<file path="config.mk">
export PLATFORM = sky130hd
export DESIGN_NAME = bus_intr_pf
export DESIGN_NICKNAME = d
export VERILOG_FILES = /design/src/include/intr_pkg.sv /design/src/free_pulse.sv /design/src/bus_intr_pf.sv
export SDC_FILE = /design/constraint.sdc
export NUM_CORES = 1
export LEC_CHECK = 0
export ABC_AREA = 1
export BUFFER_PORTS_ARGS = -buffer_cell sky130_fd_sc_hd__buf_2
export CORE_AREA = 2 2 153 110
export CTS_CLUSTER_SIZE = 24
export DETAILED_ROUTE_END_ITERATION = 10
export DIE_AREA = 0 0 155 112
export PLACE_DENSITY = 0.83
export SETUP_SLACK_MARGIN = 0.3
export SLEW_MARGIN = 10
export SYNTH_ARGS = -nofsm -noshare
export SYNTH_HDL_FRONTEND = slang
export SYNTH_SLANG_ARGS = --single-unit
</file>
<file path="constraint.sdc">
create_clock -name pclk -period 1.9 [get_ports pclk]
set_input_delay 0.095 -clock pclk [delete_from_list [all_inputs] [get_ports pclk]]
set_output_delay 0.095 -clock pclk [all_outputs]
set_load 0.1 [all_outputs]
</file>
<file path="src/include/intr_pkg.sv">
// Package with constants and carrier types for the bus interrupt and power-fail block.
package intr_pkg;

  // ==========================================================================
  // Clock and timing constants
  // ==========================================================================
  localparam int unsigned CLK_NS = 40;  // Period of pclk in ns.
  localparam int unsigned FREE_PERIOD_NS = 90;  // Arbitration free clock period.
  localparam int unsigned FREE_PULSE_NS = 30;  // Arbitration free clock pulse width.
  localparam int unsigned FREE_DIV = (FREE_PERIOD_NS + CLK_NS - 1) / CLK_NS;  // Least time, rounded up.
  localparam int unsigned RESTART_NS = 75;  // Least time from restart to T3.
  localparam int unsigned RESTART_CYC = (RESTART_NS + CLK_NS - 1) / CLK_NS;
  localparam int unsigned PASSIVE_NS = 90;  // Least delay after acknowledge release.
  localparam int unsigned PASSIVE_CYC = (PASSIVE_NS + CLK_NS - 1) / CLK_NS;
  localparam int unsigned PF_TIMER_US = 2000;  // Power-fail timer, 2 ms.
  localparam int unsigned PF_TIMER_CYC = PF_TIMER_US * 1000 / CLK_NS;
  localparam int unsigned DCLO_PULSE_NS = 1000;  // Generated DC-low pulse, 1 us.
  localparam int unsigned DCLO_PULSE_CYC = DCLO_PULSE_NS / CLK_NS;  // Longest time, rounded down.

  // ==========================================================================
  // Microprogram constants
  // ==========================================================================
  localparam logic [2:0] MSC_SAMPLE = 3'h6;  // Control field value that samples requests.
  localparam logic [3:0] BEN_PREFETCH = 4'hc;  // Branch enable code before fetch (12).
  localparam logic [8:0] MICRO_ADDRESS_FIELD_PREFETCH = 9'h0f0;  // Micro-address before fetch (240).
  localparam logic [8:0] MICRO_ADDRESS_FIELD_INIT = 9'h080;  // Forced micro-address on DC-low (200 octal).

  // ==========================================================================
  // Register layout
  // ==========================================================================
  localparam logic [31:0] ADDR_CTRL = 32'h0000_0000;  // Microsequence inputs.
  localparam logic [31:0] ADDR_STAT = 32'h0000_0004;  // Flags and handshake state.
  localparam logic [31:0] ADDR_VECT = 32'h0000_0008;  // Latched vector.
  localparam logic [31:0] ADDR_CLR = 32'h0000_000c;  // Write one to clear flags.
  localparam int unsigned TMR_W = 17;  // Width of the power-fail timer.

  // Timing states of the main timing generator.
  typedef enum logic [2:0] {TS_T1, TS_T2, TS_T3, TS_T4, TS_T5} tstate_e;

  // Break microsequence outcome.
  typedef enum logic [1:0] {BR_NONE, BR_FETCH, BR_SERVICE, BR_RETURN} brk_e;

  // Bus-side grant, handshake and power outputs.
  typedef struct packed {
    logic [3:0] grant;  // Grant levels 7..4, bit 3 is level 7.
    logic slave_sync;  // Slave sync asserted by the processor.
    logic dclo_out;  // Generated DC-low pulse.
    logic init_out;  // Bus init.
  } bus_out_s;

  // Microsequence status seen by software.
  typedef struct packed {
    logic interrupt_received_flag;
    logic power_down_flag;
    logic power_up_flag;
    logic power_fail_clear_ff;
    logic passive_flag;
    logic timing_running;
    logic grant_enable;
    logic [3:0] level_honour;
  } status_s;

endpackage

</file>
<file path="src/free_pulse.sv">
// Arbitration free clock: one-cycle strobe every divided period.
`timescale 1ns/100ps
module free_pulse import intr_pkg::*; (
  // Clock and reset.
  input wire logic pclk,
  input wire logic presetn,
  // Strobe out.
  output logic strobe
);

  logic [3:0] cnt_q;  // Divider count.

  // Count down the period and strobe at zero.
  always_ff @(posedge pclk or negedge presetn) begin
    if (!presetn) begin
      cnt_q <= 4'h0;
    end else if (cnt_q == 4'h0) begin
      cnt_q <= 4'(FREE_DIV - 1);
    end else begin
      cnt_q <= cnt_q - 4'h1;
    end
  end

  assign strobe = (cnt_q == 4'h0);  // One-cycle pulse, shorter than a period.

endmodule

</file>
<file path="src/bus_intr_pf.sv">
// Bus interrupt grant, passive release and power-fail sequencing with APB registers.
//
// Overview of operation
// - Sample requests at TS3 when control equals six.
// - Honour highest outranking bus request level.
// - Prefetch cycle branches fetch or break entry.
// - Stop timing in T2 while honouring bus level.
// - Grant request follows external request, service done.
// - Grant enable needs all grants done, delayed clear.
// - Acknowledge, then delayed acknowledge clears grant.
// - Release clears acknowledge, then delayed acknowledge.
// - Interrupt restarts timing; T3 latches vector later.
// - T4 clears external request; then grant enabled.
// - Slave sync at T3, dropped after interrupt removal.
// - Interrupt flag steers break into service flows.
// - Passive flag clocked by delayed acknowledge fall.
// - Passive without interrupt returns to program.
// - Memory power lines act like bus lines.
// - AC-low sets power-down flag; arbitration honours it.
// - Block strobe and T3 strobe set power-fail clear.
// - Power-fail clear resets flags, times DC-low pulse.
// - DC-low inits, forces address, stops timing.
// - Own DC-low pulse sets power-up flag.
// - Arbitration logic runs from periodic free strobe.
// - At most one grant at a time.
// - No grant while acknowledge asserted.
`timescale 1ns/100ps
module bus_intr_pf import intr_pkg::*; #(
  parameter int unsigned PF_CYC = PF_TIMER_CYC  // Power-fail timer length in cycles.
) (
  // Clock and reset.
  input wire logic pclk,
  input wire logic presetn,
  // APB slave.
  input wire logic psel,
  input wire logic penable,
  input wire logic pwrite,
  input wire logic [31:0] paddr,
  input wire logic [31:0] pwdata,
  output logic [31:0] prdata,
  output logic pready,
  output logic pslverr,
  // Bus request and power pins.
  input wire logic [3:0] bus_request,
  input wire logic npr_request,
  input wire logic bus_ack,
  input wire logic bus_intr,
  input wire logic bus_busy,
  input wire logic [15:0] bus_data,
  input wire logic bus_aclo,
  input wire logic bus_dclo,
  input wire logic main_aclo,
  input wire logic main_dclo,
  // Internal trap inputs that outrank power fail.
  input wire logic parity_trap,
  input wire logic mm_trap,
  input wire logic stack_limit_warning,
  // Outputs to the bus.
  output bus_out_s bus_out,
  output logic [8:0] micro_address_field
);

  // ==========================================================================
  // Input synchronisers
  // ==========================================================================
  localparam int SW = 28;
  logic [SW-1:0] s1_q, s2_q;  // Two-stage synchroniser.
  always_ff @(posedge pclk or negedge presetn) begin
    if (!presetn) begin
      s1_q <= '0;
      s2_q <= '0;
    end else begin
      s1_q <= {bus_request, npr_request, bus_ack, bus_intr, bus_busy, bus_data, bus_aclo, bus_dclo,
               main_aclo, main_dclo};
      s2_q <= s1_q;
    end
  end
  logic [3:0] req_s;
  logic npr_s, ack_s, intr_s, bbsy_s, aclo_s, dclo_in_s;
  logic [15:0] data_s;
  assign {req_s, npr_s, ack_s, intr_s, bbsy_s, data_s} = s2_q[SW-1:4];
  assign aclo_s = s2_q[3] | s2_q[1];  // Both AC-low sources act alike.
  assign dclo_in_s = s2_q[2] | s2_q[0];  // Both DC-low sources act alike.

  // ==========================================================================
  // Registers written by software
  // ==========================================================================
  logic [2:0] msc_q;  // Microsequence control field.
  logic [3:0] ben_q;  // Branch enable code.
  logic [8:0] micro_address_field_q;  // Micro-address field of current cycle.
  logic svc_last_q;  // Last service step reached.
  logic abort_pend_q;  // Aborts pending.
  logic brk_ack_q;  // Break acknowledge at TS3.
  logic [15:0] vector_q;  // Latched vector.
  brk_e brk_q;  // Break branch decision.
  logic wr_en, rd_en;
  logic rd_wait_q;  // Read access has spent its one wait state.
  assign wr_en = psel & penable & pwrite;
  // Read data is loaded in the first access cycle so that it stands when pready is high.
  assign rd_en = psel & penable & ~pwrite & ~rd_wait_q;
  assign pready = ~(psel & penable & ~pwrite) | rd_wait_q;  // Writes take no wait state, reads one.

  // One wait state for every read access.
  always_ff @(posedge pclk or negedge presetn) begin
    if (!presetn) begin
      rd_wait_q <= 1'b0;
    end else begin
      rd_wait_q <= rd_en;
    end
  end
  assign pslverr = psel & penable & (paddr != ADDR_CTRL) & (paddr != ADDR_STAT) &
                   (paddr != ADDR_VECT) & (paddr != ADDR_CLR);

  // Capture control writes from software.
  always_ff @(posedge pclk or negedge presetn) begin
    if (!presetn) begin
      msc_q <= '0;
      ben_q <= '0;
      micro_address_field_q <= '0;
      svc_last_q <= 1'b0;
      abort_pend_q <= 1'b0;
      brk_ack_q <= 1'b0;
    end else if (wr_en && paddr == ADDR_CTRL) begin
      msc_q <= pwdata[2:0];
      ben_q <= pwdata[7:4];
      micro_address_field_q <= pwdata[16:8];
      svc_last_q <= pwdata[20];
      abort_pend_q <= pwdata[21];
      brk_ack_q <= pwdata[22];
    end else begin
      brk_ack_q <= 1'b0;  // Single-shot strobes.
      svc_last_q <= 1'b0;
    end
  end

  // ==========================================================================
  // Main timing generator
  // ==========================================================================
  tstate_e ts_q;  // Current timing state.
  logic running_q;  // Timing clock runs.
  logic [1:0] rst_cnt_q;  // Delay from restart to T3.
  logic free;  // Arbitration strobe.
  logic stop_t2, restart, init_act, passive_q, wait_cycle;
  free_pulse u_free (.pclk(pclk), .presetn(presetn), .strobe(free));

  // Advance timing states, stop in T2 and restart after the set delay.
  always_ff @(posedge pclk or negedge presetn) begin
    if (!presetn) begin
      ts_q <= TS_T1;
      running_q <= 1'b1;
      rst_cnt_q <= '0;
    end else if (init_act) begin
      ts_q <= TS_T1;  // Timing stopped and cleared.
      running_q <= 1'b0;
      rst_cnt_q <= '0;
    end else if (!running_q) begin
      if (rst_cnt_q != 2'h0) begin
        rst_cnt_q <= rst_cnt_q - 2'h1;
        if (rst_cnt_q == 2'h1) begin
          ts_q <= TS_T3;  // T3 no sooner than the restart delay.
          running_q <= 1'b1;
        end
      end else if (restart) begin
        rst_cnt_q <= 2'(RESTART_CYC);
      end else if (ts_q != TS_T2) begin
        ts_q <= TS_T1;
        running_q <= 1'b1;
      end
    end else if (stop_t2) begin
      running_q <= 1'b0;  // Halt in T2 while honouring.
    end else begin
      ts_q <= (ts_q == TS_T5) ? TS_T1 : tstate_e'(ts_q + 3'h1);
    end
  end

  // ==========================================================================
  // Priority arbitration
  // ==========================================================================
  logic [3:0] prio_q;  // Priority flip-flops for bus levels.
  logic pwr_pend_q;  // Power-down flag sampled into priority.
  logic [3:0] level_honour;
  logic power_fail_honour, priority_sample_strobe, any_request_true, power_fail_clear_ff_q, power_down_flag_q;
  assign priority_sample_strobe = running_q & (ts_q == TS_T3) & (msc_q == MSC_SAMPLE);

  // Sample the four bus request lines near the end of an instruction.
  always_ff @(posedge pclk or negedge presetn) begin
    if (!presetn) begin
      prio_q <= '0;
      pwr_pend_q <= 1'b0;
    end else if (power_fail_clear_ff_q || init_act) begin
      prio_q <= '0;
      pwr_pend_q <= 1'b0;
    end else if (priority_sample_strobe) begin
      prio_q <= req_s;
      pwr_pend_q <= power_down_flag_q;
    end
  end

  // Power fail outranks bus levels unless an internal trap is up.
  assign power_fail_honour = pwr_pend_q & ~parity_trap & ~mm_trap & ~stack_limit_warning;
  // Highest level wins, one-hot.
  assign level_honour = power_fail_honour ? 4'h0 :
                        prio_q[3] ? 4'h8 : prio_q[2] ? 4'h4 : prio_q[1] ? 4'h2 : prio_q[0] ? 4'h1 : 4'h0;
  assign any_request_true = power_fail_honour | (|level_honour);

  // ==========================================================================
  // Break sequence branch
  // ==========================================================================
  logic wait_q;  // In the interrupt wait cycle.
  logic interrupt_received_flag_q;  // Interrupt received flag.
  logic ext_q, grant_q, ack_q, dack_q, clrbg_q, ssyn_q;
  assign wait_cycle = wait_q;
  assign stop_t2 = wait_cycle & (ts_q == TS_T2) & (|level_honour);

  // Decide the branch of the prefetch cycle and the break exit.
  always_ff @(posedge pclk or negedge presetn) begin
    if (!presetn) begin
      wait_q <= 1'b0;
      brk_q <= BR_NONE;
    end else if (init_act) begin
      wait_q <= 1'b0;
      brk_q <= BR_NONE;
    end else if (wait_q && running_q && ts_q == TS_T5) begin
      wait_q <= 1'b0;
      // Interrupt or power fail goes to service, otherwise return.
      brk_q <= (interrupt_received_flag_q || power_fail_honour) ? BR_SERVICE : BR_RETURN;
    end else if (ben_q == BEN_PREFETCH && micro_address_field_q == MICRO_ADDRESS_FIELD_PREFETCH && ts_q == TS_T5) begin
      wait_q <= any_request_true;  // Break entry cancels prior bus start.
      brk_q <= any_request_true ? BR_NONE : BR_FETCH;
    end
  end

  // ==========================================================================
  // Grant arbitration on the free strobe
  // ==========================================================================
  logic grant_enable, dack_prev_q, pass_d_q;
  logic [1:0] rel_cnt_q;  // Cycles since acknowledge release.
  // Service complete when all grants done and delayed ack clear.
  assign grant_enable = ~clrbg_q & ~dack_q;

  // External request, grant request, acknowledge and clear-grant flip-flops.
  always_ff @(posedge pclk or negedge presetn) begin
    if (!presetn) begin
      ext_q <= 1'b0;
      grant_q <= 1'b0;
      ack_q <= 1'b0;
      dack_q <= 1'b0;
      clrbg_q <= 1'b0;
    end else if (init_act) begin
      ext_q <= 1'b0;
      grant_q <= 1'b0;
      ack_q <= 1'b0;
      dack_q <= 1'b0;
      clrbg_q <= 1'b0;
    end else if (free) begin
      if (wait_cycle && ts_q == TS_T2 && (|level_honour)) begin
        ext_q <= 1'b1;
      end else if (ts_q == TS_T4) begin
        ext_q <= 1'b0;
      end
      ack_q <= ack_s;  // Set and cleared on first strobe.
      dack_q <= ack_q;  // Delayed copy one strobe later.
      if (grant_q && ack_q) begin
        grant_q <= 1'b0;  // Toggled off as delayed ack sets.
        clrbg_q <= 1'b1;  // Negates grant enable.
      end else if (ext_q && !grant_q && !npr_s && grant_enable && !ack_s) begin
        grant_q <= 1'b1;
      end else if (!ext_q && clrbg_q) begin
        clrbg_q <= 1'b0;  // Grant enable returns after T4.
      end
    end
  end

  // Passive release: clocked by delayed acknowledge falling, after the minimum wait.
  always_ff @(posedge pclk or negedge presetn) begin
    if (!presetn) begin
      dack_prev_q <= 1'b0;
      pass_d_q <= 1'b0;
      rel_cnt_q <= '0;
      passive_q <= 1'b0;
    end else begin
      dack_prev_q <= dack_q;
      rel_cnt_q <= ack_s ? 2'h0 : (rel_cnt_q == 2'(PASSIVE_CYC) ? rel_cnt_q : rel_cnt_q + 2'h1);
      if (dack_prev_q && !dack_q && rel_cnt_q >= 2'(PASSIVE_CYC)) begin
        pass_d_q <= clrbg_q & ~interrupt_received_flag_q;
      end else if (passive_q) begin
        pass_d_q <= 1'b0;
      end
      passive_q <= pass_d_q & ~bbsy_s & ~running_q;  // Restarts timing.
    end
  end

  assign restart = intr_s | passive_q;

  // Vector latch, slave sync and interrupt flag.
  always_ff @(posedge pclk or negedge presetn) begin
    if (!presetn) begin
      vector_q <= '0;
      ssyn_q <= 1'b0;
      interrupt_received_flag_q <= 1'b0;
    end else begin
      if (wait_cycle && intr_s && rst_cnt_q == 2'h1) begin
        vector_q <= data_s;
        ssyn_q <= 1'b1;
      end else if (!intr_s) begin
        ssyn_q <= 1'b0;  // Drop after interrupt removed.
      end
      if (wait_cycle && intr_s) begin
        interrupt_received_flag_q <= 1'b1;
      end else if (wr_en && paddr == ADDR_CLR && pwdata[0]) begin
        interrupt_received_flag_q <= 1'b0;
      end
    end
  end

  // ==========================================================================
  // Power-down and power-up sequencing
  // ==========================================================================
  logic block_q, blk_strobe_q, puf_q, dclo_pulse_q;
  logic [TMR_W-1:0] tmr_q;  // Power-fail timer.
  logic [5:0] pulse_q;  // DC-low pulse width counter.
  assign init_act = dclo_in_s | dclo_pulse_q;

  // Power-down flag, block strobe and power-fail clear.
  always_ff @(posedge pclk or negedge presetn) begin
    if (!presetn) begin
      power_down_flag_q <= 1'b0;
      block_q <= 1'b0;
      blk_strobe_q <= 1'b0;
      power_fail_clear_ff_q <= 1'b0;
    end else begin
      if (power_fail_clear_ff_q) begin
        power_down_flag_q <= 1'b0;
        block_q <= 1'b1;
      end else if (aclo_s && !block_q) begin
        power_down_flag_q <= 1'b1;
      end else if (wr_en && paddr == ADDR_CLR && pwdata[1]) begin
        block_q <= 1'b0;
      end
      if (brk_ack_q) begin
        blk_strobe_q <= 1'b1;
      end else if (power_fail_clear_ff_q) begin
        blk_strobe_q <= 1'b0;
      end
      power_fail_clear_ff_q <= svc_last_q & ~abort_pend_q & blk_strobe_q & power_fail_honour;
    end
  end

  // Timer then a fixed-width DC-low pulse; the pulse sets the power-up flag.
  always_ff @(posedge pclk or negedge presetn) begin
    if (!presetn) begin
      tmr_q <= '0;
      pulse_q <= '0;
      dclo_pulse_q <= 1'b0;
      puf_q <= 1'b0;
    end else begin
      if (power_fail_clear_ff_q) begin
        tmr_q <= TMR_W'(PF_CYC);
      end else if (tmr_q != '0) begin
        tmr_q <= tmr_q - TMR_W'(1);
      end
      if (tmr_q == TMR_W'(1)) begin
        pulse_q <= 6'(DCLO_PULSE_CYC);
        dclo_pulse_q <= 1'b1;
      end else if (pulse_q != 6'h0) begin
        pulse_q <= pulse_q - 6'h1;
        dclo_pulse_q <= (pulse_q != 6'h1);
      end
      if (dclo_pulse_q || dclo_in_s) begin
        puf_q <= 1'b1;
      end else if (wr_en && paddr == ADDR_CLR && pwdata[2]) begin
        puf_q <= 1'b0;
      end
    end
  end

  // ==========================================================================
  // Outputs and read data
  // ==========================================================================
  status_s stat;
  always_comb begin
    stat = '{interrupt_received_flag: interrupt_received_flag_q, power_down_flag: power_down_flag_q, power_up_flag: puf_q,
             power_fail_clear_ff: power_fail_clear_ff_q, passive_flag: pass_d_q, timing_running: running_q,
             grant_enable: grant_enable, level_honour: level_honour};
  end

  // Grant gated by grant request; at most one level, none during acknowledge.
  always_ff @(posedge pclk or negedge presetn) begin
    if (!presetn) begin
      bus_out <= '0;
      micro_address_field <= '0;
      prdata <= '0;
    end else begin
      bus_out.grant <= (grant_q && !ack_s) ? level_honour : 4'h0;
      bus_out.slave_sync <= ssyn_q;
      bus_out.dclo_out <= dclo_pulse_q;
      bus_out.init_out <= init_act;
      micro_address_field <= init_act ? MICRO_ADDRESS_FIELD_INIT : micro_address_field_q;
      if (rd_en) begin
        case (paddr)
          ADDR_CTRL: prdata <= {9'h0, brk_ack_q, abort_pend_q, svc_last_q, 3'h0, micro_address_field_q, ben_q, 1'b0, msc_q};
          ADDR_STAT: prdata <= {16'h0, ts_q, brk_q, stat};
          ADDR_VECT: prdata <= {16'h0, vector_q};
          default: prdata <= 32'h0000_0000;
        endcase
      end
    end
  end

  // ==========================================================================
  // Assertions
  // ==========================================================================
  a_grant_onehot: assert property (@(posedge pclk) disable iff (!presetn) $onehot0(bus_out.grant))
    else $error("more than one grant level");
  a_no_grant_ack: assert property (@(posedge pclk) disable iff (!presetn) ack_s |=> bus_out.grant == 4'h0)
    else $error("grant during acknowledge");
  a_honour_onehot: assert property (@(posedge pclk) disable iff (!presetn) $onehot0(level_honour))
    else $error("honour not one-hot");
  a_stop_in_t2: assert property (@(posedge pclk) disable iff (!presetn) stop_t2 && running_q |=> !running_q)
    else $error("timing did not stop");
  a_dack_follow: assert property (@(posedge pclk) disable iff (!presetn) $rose(dack_q) |-> ack_q)
    else $error("delayed ack without ack");
  a_pf_clears: assert property (@(posedge pclk) disable iff (!presetn) power_fail_clear_ff_q |=> !power_down_flag_q && block_q)
    else $error("power-fail clear effect missing");
  a_init_addr: assert property (@(posedge pclk) disable iff (!presetn) init_act |=> micro_address_field == MICRO_ADDRESS_FIELD_INIT)
    else $error("init address not forced");
  a_puf_set: assert property (@(posedge pclk) disable iff (!presetn) dclo_pulse_q |=> puf_q)
    else $error("power-up flag not set");
  a_sample_prio: assert property (@(posedge pclk) disable iff (!presetn)
    priority_sample_strobe && !power_fail_clear_ff_q && !init_act |=> prio_q == $past(req_s))
    else $error("priority not sampled");
  a_return_path: assert property (@(posedge pclk) disable iff (!presetn)
    wait_q && running_q && ts_q == TS_T5 && !interrupt_received_flag_q && !power_fail_honour && !init_act |=> brk_q == BR_RETURN)
    else $error("break did not take return path");
  c_grant: cover property (@(posedge pclk) disable iff (!presetn) |bus_out.grant);
  c_vector: cover property (@(posedge pclk) disable iff (!presetn) $rose(ssyn_q));
  c_passive: cover property (@(posedge pclk) disable iff (!presetn) $rose(passive_q));
  c_dclo: cover property (@(posedge pclk) disable iff (!presetn) $rose(dclo_pulse_q));

endmodule

</file>
Yosys cells after proc, flatten, opt, wreduce, memory -nomap -nowiden
Index checks and enable logic that the tools add are counted.
{"block": "word_totals", "in_bits": 100, "mem_bits_rw": 0, "mem_count": 0, "latchBits": 0, "register_bits": 199, "rom_bits": 0}
{"block": "op_classes", "addsub": 6, "multipliers": 0, "order_cmp": 1, "div": 0, "reduce_logical": 61, "n_bitwise": 40, "n_eq_ne": 26, "shifts": 0, "n_mux": 82}
{"operator": "case mux 23 bit (3 select lines)", "n": 1}
{"operator": "equality test 32 x 4 -> 1 bit (second input constant)", "n": 2}
{"operator": "inequality test 32 x 4 -> 1 bit (second input constant)", "n": 2}
{"operator": "2-to-1 mux 1 bit", "n": 51}
{"operator": "2-to-1 mux 17 bit", "n": 2}
{"operator": "equality test 32 x 3 -> 1 bit (second input constant)", "n": 1}
{"operator": "logical NOT 32 bit", "n": 1}
{"operator": "inequality test 32 x 3 -> 1 bit (second input constant)", "n": 1}
{"operator": "nonzero test 32 bit", "n": 1}
{"operator": "2-to-1 mux 3 bit", "n": 9}
{"operator": "2-to-1 mux 4 bit", "n": 6}
{"operator": "logical AND 1 bit", "n": 23}
{"operator": "bitwise AND 1 bit", "n": 22}
{"operator": "nonzero test 2 bit", "n": 11}
{"operator": "2-to-1 mux 2 bit", "n": 10}
{"operator": "equality test 17 x 1 -> 1 bit (second input constant)", "n": 1}
{"operator": "nonzero test 17 bit", "n": 1}
{"operator": "subtractor 17 x 1 -> 17 bit (second input constant)", "n": 1}
{"operator": "nonzero test 3 bit", "n": 5}
{"operator": "2-to-1 mux 6 bit", "n": 2}
{"operator": "inverter 1 bit", "n": 12}
{"operator": "equality test 9 x 8 -> 1 bit (second input constant)", "n": 1}
{"operator": "2-to-1 mux 9 bit", "n": 1}
{"operator": "AND reduction 2 bit", "n": 4}
{"operator": "other kinds (29)", "n": 45}

Depth between registers and ports, before layout
Gate-level depths: netlist of the first run.
{"block": "depth", "word_depth": 11, "ltp_mapped": 10}

Hierarchy
Synthesis of the first run repeated with hierarchy kept, for this count alone.
{"block": "hier_totals", "hier_cells": 852, "area_unflattened_um2": 7996.4}
{"module": "bus_intr_pf", "n_inst": 1, "seq_area_each_um2": 4580.6, "cells_per_inst": 829, "area_each_um2": 7806.2}
{"module": "free_pulse", "n_inst": 1, "seq_area_each_um2": 100.1, "cells_per_inst": 23, "area_each_um2": 190.2}

Least setup slack after synthesis of the first run
No wires, ideal clock.
{"block": "synth_path", "path_kind": "input -> output", "startpoint": "input port paddr[10]", "endpoint": "output port pslverr", "n_path_buf": 1, "cell_stages": 9, "slack_ns": -0.894, "required_time_ns": 1.805, "t_arrival_ns": 2.699, "path_cell_list": "inv_1 nand2_1 nor2_1 nand2_1 nor2_2 buf_4 nand2_1 nand2_1 nor3_1"}
{"block": "synth_via", "elab_chain_len": 5, "elab_cells_between_ends": 8, "cone_classes": "eq/ne: 3; bitwise: 4; reduce/logical: 1"}
{"item": "start: declaration", "line_no": "bus_intr_pf.sv:38", "rtl": "input wire logic [31:0] paddr,"}
{"item": "nonzero test 32 bit", "line_no": "bus_intr_pf.sv:111", "rtl": "assign pslverr = psel & penable & (paddr != ADDR_CTRL) & (paddr != ADDR_STAT) &"}
{"item": "bitwise AND 1 bit (3 in a row)", "line_no": "bus_intr_pf.sv:111"}
{"item": "bitwise AND 1 bit *", "line_no": "bus_intr_pf.sv:112", "rtl": "(paddr != ADDR_VECT) & (paddr != ADDR_CLR);"}
{"item": "end: declaration", "line_no": "bus_intr_pf.sv:42", "rtl": "output logic pslverr,"}
Every way passes the cells marked *; elsewhere a longest branch is shown, timed or not.

Final worst setup path of the first run
{"block": "layout_path", "startpoint": "register tmr_q[12]", "endpoint": "register dclo_pulse_q"}
{"block": "layout_via", "elab_chain_len": 2, "elab_cells_between_ends": 3, "cone_classes": "eq/ne: 1; mux: 1; reduce/logical: 1"}
{"item": "start: declaration", "line_no": "bus_intr_pf.sv:320", "rtl": "logic [TMR_W-1:0] tmr_q;"}
{"item": "start signal: assignment", "line_no": "bus_intr_pf.sv:358", "rtl": "tmr_q <= TMR_W'(PF_CYC);"}
{"item": "start signal: assignment", "line_no": "bus_intr_pf.sv:360", "rtl": "tmr_q <= tmr_q - TMR_W'(1);"}
{"item": "equality test 17 x 1 -> 1 bit *", "line_no": "bus_intr_pf.sv:362", "rtl": "if (tmr_q == TMR_W'(1)) begin"}
{"item": "2-to-1 mux 1 bit or nonzero test 2 bit (tied branches)"}
{"item": "end signal: assignment", "line_no": "bus_intr_pf.sv:367", "rtl": "dclo_pulse_q <= (pulse_q != 6'h1);"}
{"item": "end: declaration", "line_no": "bus_intr_pf.sv:319", "rtl": "logic block_q, blk_strobe_q, puf_q, dclo_pulse_q;"}
Marked as above.
A chain may end at the register's enable or synchronous reset.

==> results of run 1 <==
## state kept, by name, indices dropped and copies added (netlist names), 2 cells and up
register	flops
ben_q	4
brk_q	2
bus_out	7
micro_address_field	9
micro_address_field_q	9
msc_q	3
prdata	20
prio_q	4
pulse_q	6
rel_cnt_q	2
rst_cnt_q	2
s1_q	28
s2_q	28
tmr_q	17
ts_q	3
u_free.cnt_q	4
vector_q	16
## worst min-delay path, delay by kind of cell
family / cells / cell delay (ns)
buffers and inverters: 1 / 0.07
and+or+nand+nor: 3 / 0.27
## power by group through the flow
stage / clock network [mW] / logic (mW) / registers, mW
detailed placement: 0 / 0.586 / 4.20
CTS: 3.59 / 0.666 / 4.12
finish: 3.55 / 0.683 / 4.12
global placement: 0 / 0.574 / 4.19
global route: 3.80 / 0.743 / 4.13
floorplan: 0 / 0.278 / 4.26
## layer usage
metal / GRT usage / up-vias / routed length [um]
met5: 0.0196 / - / 41
met4: 0.0593 / 2 / 232
met3: 0.0564 / 28 / 1920
met2: 0.368 / 314 / 9110
met1: 0.329 / 3109 / 8450
li1: - / 3069 / -
## worst max path at each step
stage	endpoint	slack [ns]	cells after the start
floorplan	pslverr	0.34	9
global placement	tmr_q[0]	0.21	6
detailed placement	pulse_q[2]	0.21	6
CTS	pready	0.25	3
global route	tmr_q[15]	0.29	6
finish	dclo_pulse_q	0.36	6
## area by class of cell
cell class              instances  area (um2)
well taps                     205         256
multi-input cells             543        2800
flip-flops and latches        187        4680
inverters                      94         353
clock inverters                14         156
fillers                      1220        5940
repair buffers                196        1330
clock buffers                  18         439
## kinds of logic after synthesis
logic type,share of synthesized area
fa+ha+maj,0.0239
other cells,0.000477
xor+xnor,0.00780
simple gates,0.243
mux,0.0229
buf+inv,0.0695
flops,0.595
compound gates,0.0375
## placed cells by master (no fill, tap or decap), types with 3 or more instances in the layout
| cell | n |
|---|---|
| nand2_1 | 185 |
| nand3_2 | 3 |
| nand2_2 | 5 |
| dlygate4sd3_1 | 48 |
| ha_1 | 13 |
| buf_2 | 121 |
| nand3_1 | 98 |
| buf_4 | 22 |
| a21oi_2 | 3 |
| o21ai_0 | 17 |
| xor2_1 | 5 |
| nor2_1 | 90 |
| nor2_2 | 9 |
| or2_2 | 4 |
| nor3_1 | 12 |
| a21oi_1 | 20 |
| clkbuf_16 | 17 |
| o211ai_1 | 3 |
| nand4_1 | 14 |
| o22ai_1 | 5 |
| inv_2 | 5 |
| inv_8 | 4 |
| conb_1 | 12 |
| clkinv_4 | 4 |
| dfrtp_1 | 185 |
| nor2_4 | 4 |
| mux2_2 | 16 |
| nor3_2 | 5 |
| inv_1 | 89 |
## timing repair
action	CTS	global route
gates resized for setup	6	35
hold endpoints to repair	92	0
endpoints found under the setup margin	26	33
pin swaps	1	3
buffers inserted	1	3
hold buffers	48	0
## per-stage QoR
step	worst slack [ns]	hold WS (ns)	power [mW]	std cells	instance area [um2]
finish	0.356	0.0549	8.36	1257	10000
global route	0.291	0.0832	8.67	1257	10000
CTS	0.253	0.0902	8.38	1254	9890
detailed placement	0.214	0.0690	4.78	1173	8790
global placement	0.211	0.0645	4.76	1173	8790
floorplan	0.336	-0.201	4.54	856	7920
==> qor.csv, run 1 <==
metric,value,unit
Die W,155,um
CP max FO,6,
Clock Sinks,187,
Setup CP Type,reg2reg,
Max-Cap Viols,0,
Ports,150,
R2R depth,6,
setup_tns,0,ns
row cnt,39,
Overflow after GRT,0,
mapped cell area,0.00786,mm2
r2r endpoint,dclo_pulse_q,
unrepaired setup endpoints after global routing,true,
vias per cell,5.19,
NetSw,2.16,mW
worst hold start,stack_limit_warning,
Worst Tran Pin Value,0.518,ns
Setup-failing EPs final,0,
"Reg clk slew, reported paths",0.07,ns
CP Capture Type,flop,
Logic pwr share,0.082,
"Seq/Total Area, Yosys",0.595,
synth cell count leaders,"188 x nand2_1, 186 x dfrtp_1, 101 x nand3_1",
critical path arrival,1.92,ns
HP Class,in2reg,
worst r2r src,tmr_q[12],
DRT Pass-1 Iters,7,
Hold Crit Endpoint,power_fail_clear_ff_q,
Switching Share,0.258,
Fmax,648,MHz
Util after Layout,0.628,
most area-hungry cell type in the Yosys netlist,dfrtp_1,
Final Wtd Congestion,0.954,
P&R area growth vs syn,27.4,%
P_leak,5.44,nW
Ant. Diodes,0,
Power Density,834,mW/mm2
layout cells sized above 1,0.231,
post-route DRC violation count,0,
asr flop ratio synth,1.00,
Syn Area/Cell,9.31,um2
Worst Clk Skew,0.00834,ns
fin nets,1154,
Worst setup startpoint,tmr_q[12],
Yosys reg bits,187,
Max H-tree Level,4,
root buffer cell,clkbuf_16,
Die H,112,um
antenna violations before repair,0,
"Primary FF master, synth",dfrtp_1,
Internal Pwr Total,6.20,mW
WL/cell,15.7,um
total CTS buffers,17,
highest-delay cell along the critical path,dfrtp_1,
routed wire length,19.8,mm
crit-path cells,nor2_1 -> nand3_1 -> nor2_4 -> nand4_1 -> buf_4 -> nand2_1,
Port Buffers,124,
data required time of the worst path,2.27,ns
global-route wire length before repair,31.5,mm
R2R Setup Slk,0.36,ns
Final HPWL DP,13.6,mm
Max Transition Viols Final,0,
Worst IR Drop VDD,583,uV
top-area cell type share of the netlist area,0.592,
CP Launch Type,flop,
clock buffer depth,2,
synth top area cells,"dfrtp_1 59%, nand2_1 9.0%, nand3_1 6.4%, nor2_1 4.7%, inv_1 4.4%",
"Distinct cells, synth",37,
1st-iter DRT viols,842,
Flop pwr share,0.493,
CTS tree,built,
largest net degree at the start of global routing,51,
status,finished clean,
Post-synth EDFFs,0,
Period minus WS final,1.54,ns
WP buf/inv,1,
max_slew headroom,0.657,
initial core utilization,0.493,
Top Family by Delay on Critical Path,simple AND/OR/NAND/NOR gates,
top-count cell post-synth,nand2_1,
die area,0.0174,mm2
Worst-Skew Late Latency,0.43,ns
Slowest Stage Delay on Critical Path,0.43,ns
Vias,6522,
Synth warnings,0,
Gate Count Post-Synth,845,
antenna-violating nets left,0,
number of global-route vias before repair,6246,
clock group share of total power,0.425,
Fin. Hold Viols,0,
total track usage,0.234,
Hold Path Depth,4,
core area,0.0160,mm2
Final Cycle Share,0.813,
(Power assumes the default switching activity.)
==> run 2, diff against run 1 <==
==> constraint.sdc (replaced) <==
create_clock -name pclk -period 1.6 [get_ports pclk]
set_input_delay 0.08 -clock pclk [delete_from_list [all_inputs] [get_ports pclk]]
set_output_delay 0.08 -clock pclk [all_outputs]
set_load 0.1 [all_outputs]
==> run 2 against run 1 <==
The flow now finishes with violations (negative setup slack). Count of clock-buffer cells in the layout increased by 1. Cell area increased by 16%. Power increased by 24%. Sequential power increased by 19%. Sequential share of layout area decreased by 6.5 points. Non-clock buffer count increased by 74. First-iteration DRC count increased by 55%. Utilization increased by 10 points. Critical path depth unchanged. Cell count increased by 6.1%.
==> qor.csv, run 2 (synthesis results as in run 1) <==
metric,value,unit,change
status,finished with violations,,was finished clean
failing checks,negative setup slack,,
P&R area growth vs syn,48.1,%,was 27.4%
unrepaired setup endpoints after global routing,true,,unchanged
met2 GRT Util,0.465,,was 0.368
Overflow after GRT,0,,unchanged
CTS tree,built,,unchanged
met1 Usage GRT,0.379,,was 0.329
Tot Pwr,10.3,mW,was 8.36 mW
DRT Pass-1 Iters,6,,was 7
post-route DRC violation count,0,,unchanged
fin area,0.0116,mm2,was 0.0100 mm2
Fin. Hold Viols,0,,unchanged
fin worst setup slack,-0.121,ns,was 0.356 ns
non-filler cells in the finished layout,1334,,was 1257
CP max FO,4,,was 6
Final Wtd Congestion,0.905,,was 0.954
Max Transition Viols Final,0,,unchanged
largest net degree at the start of global routing,64,,was 51
Fill cells,906,,was 1220
Worst-Skew Late Latency,0.45,ns,was 0.43 ns
Fmax,581,MHz,was 648 MHz
placed cell area,0.00898,mm2,was 0.00879 mm2
Final Cycle Share,1.08,,was 0.813
total CTS buffers,17,,unchanged
setup_tns,-0.251,ns,was 0 ns
Ant. Diodes,0,,unchanged
Ports,150,,unchanged
Hold Crit Endpoint,rd_wait_q,,was power_fail_clear_ff_q
R2R depth,6,,unchanged
routed wire length,28.1,mm,was 19.8 mm
core area,0.0160,mm2,unchanged
initial core utilization,0.493,,unchanged
number of global-route vias before repair,7494,,was 6246
antenna violations before repair,0,,unchanged
Die W,155,um,unchanged
Max-Cap Viols,0,,unchanged
layout cells sized above 1,0.415,,was 0.231
Power Density,888,mW/mm2,was 834 mW/mm2
Period minus WS final,1.72,ns,was 1.54 ns
"most common cell after layout, fill and taps aside",dfrtp_1,,
met3 Use GR,0.0771,,was 0.0564
die area,0.0174,mm2,unchanged
Hold Path Depth,3,,was 4
R2R Setup Slk,-0.12,ns,was 0.36 ns
Port Buffers,124,,unchanged
CP Launch Type,flop,,unchanged
"Reg clk slew, reported paths",0.08,ns,was 0.07 ns
global-route wire length before repair,39.1,mm,was 31.5 mm
P_leak,6.04,nW,was 5.44 nW
clock buffer depth,2,,unchanged
HP Class,in2reg,,unchanged
WL/cell,21.1,um,was 15.7 um
most frequent cells in the layout,"178 x dfrtp_1, 154 x nand2_1, 96 x buf_2, 90 x buf_4, 78 x nand3_1",,"was 185 x nand2_1, 185 x dfrtp_1, 121 x buf_2, 98 x nand3_1, 90 x nor2_1"
Setup CP Type,reg2reg,,unchanged
worst hold start,pwrite,,was stack_limit_warning
placed insts,1180,,was 1173
Setup-failing EPs final,8,,was 0
Vias,7793,,was 6522
Final HPWL DP,13.9,mm,was 13.6 mm
Clock Sinks,187,,unchanged
critical path arrival,2.03,ns,was 1.92 ns
root buffer cell,clkbuf_16,,unchanged
r2r endpoint,tmr_q[10],,was dclo_pulse_q
CP Capture Type,flop,,unchanged
Max H-tree Level,4,,unchanged
fin nets,1231,,was 1154
Worst IR Drop VDD,799,uV,was 583 uV
worst r2r src,tmr_q[0],,was tmr_q[12]
Worst Clk Skew,0.0146,ns,was 0.00834 ns
1st-iter DRT viols,1302,,was 842
biggest regs,"s1_q: 28 flops, s2_q: 28 flops, prdata: 20 flops",,unchanged
layer with the highest usage,met2,,unchanged
Die H,112,um,unchanged
row cnt,39,,unchanged
data required time of the worst path,1.91,ns,was 2.27 ns
antenna-violating nets left,0,,unchanged
total track usage,0.292,,was 0.234
vias per cell,5.84,,was 5.19
run 2: area by class of cell:
type | count | area [um2] | share of cell area
clock buffer | 19 | 453 | 0.0389
clock inverter | 13 | 156 | 0.0134
inverter | 94 | 402 | 0.0345
multi-input combinational | 546 | 3590 | 0.308
sequential | 187 | 4690 | 0.403
tap | 205 | 256 | 0.0220
timing repair buffer | 270 | 2100 | 0.180
run 2: worst max-delay path, cell delays in order, from the launching register on:
cell and delay, ns:
dfrtp_1 0.42, inv_4 0.13, ha_4 0.22, inv_2 0.08
nor3_1 0.29, xnor2_1 0.13, nor3_1 0.32
run 2: worst max path at each step:
stage                               end  cells after the start         start  slack (ns)
6_report                      tmr_q[10]                      6      tmr_q[0]       -0.12
5_1_grt                       tmr_q[10]                      6      tmr_q[0]       -0.16
4_1_cts                      wait_cycle                      7       ts_q[0]        0.19
3_5_place_dp               rst_cnt_q[0]                      7  rst_cnt_q[0]        0.06
3_3_place_gp   micro_address_field_q[8]                     10     paddr[13]        0.10
2_1_floorplan                   pslverr                      9     paddr[15]        0.10
run 2: layer usage:
metal  routed length (um)  share of wire
met4                 1880          0.067
met1                10200           0.36
met2                12800           0.45
met3                 3270           0.12
met5                    0              0
run 2: repair_timing:
action | 4_1_cts | 5_1_grt
resized for setup | 151 | 144
hold buffers | 48 | 0
cloned | 3 | 0
pin swaps | 42 | 57
setup buffers | 44 | 27
setup endpoints to repair | 80 | 98
endpoints found under the hold margin | 153 | 0
run 2: power by group:
group          leakage [nW]  total [mW]  switching (mW)  internal (mW)
sequential             2.37        4.91          0.0680           4.84
combinational          3.38        1.07           0.681          0.392
clock                 0.295        4.36            2.05           2.30
total                  6.04        10.3            2.80           7.54
run 2: metrics by stage:
step / setup WS [ns] / util / hold slack, ns
finish: -0.121 / 0.730 / 0.115
global route: -0.156 / 0.730 / 0.114
CTS: 0.189 / 0.687 / 0.0888
detailed placement: 0.0635 / 0.563 / 0.0408
global placement: 0.104 / 0.563 / 0.0427
floorplan: 0.103 / - / -0.216
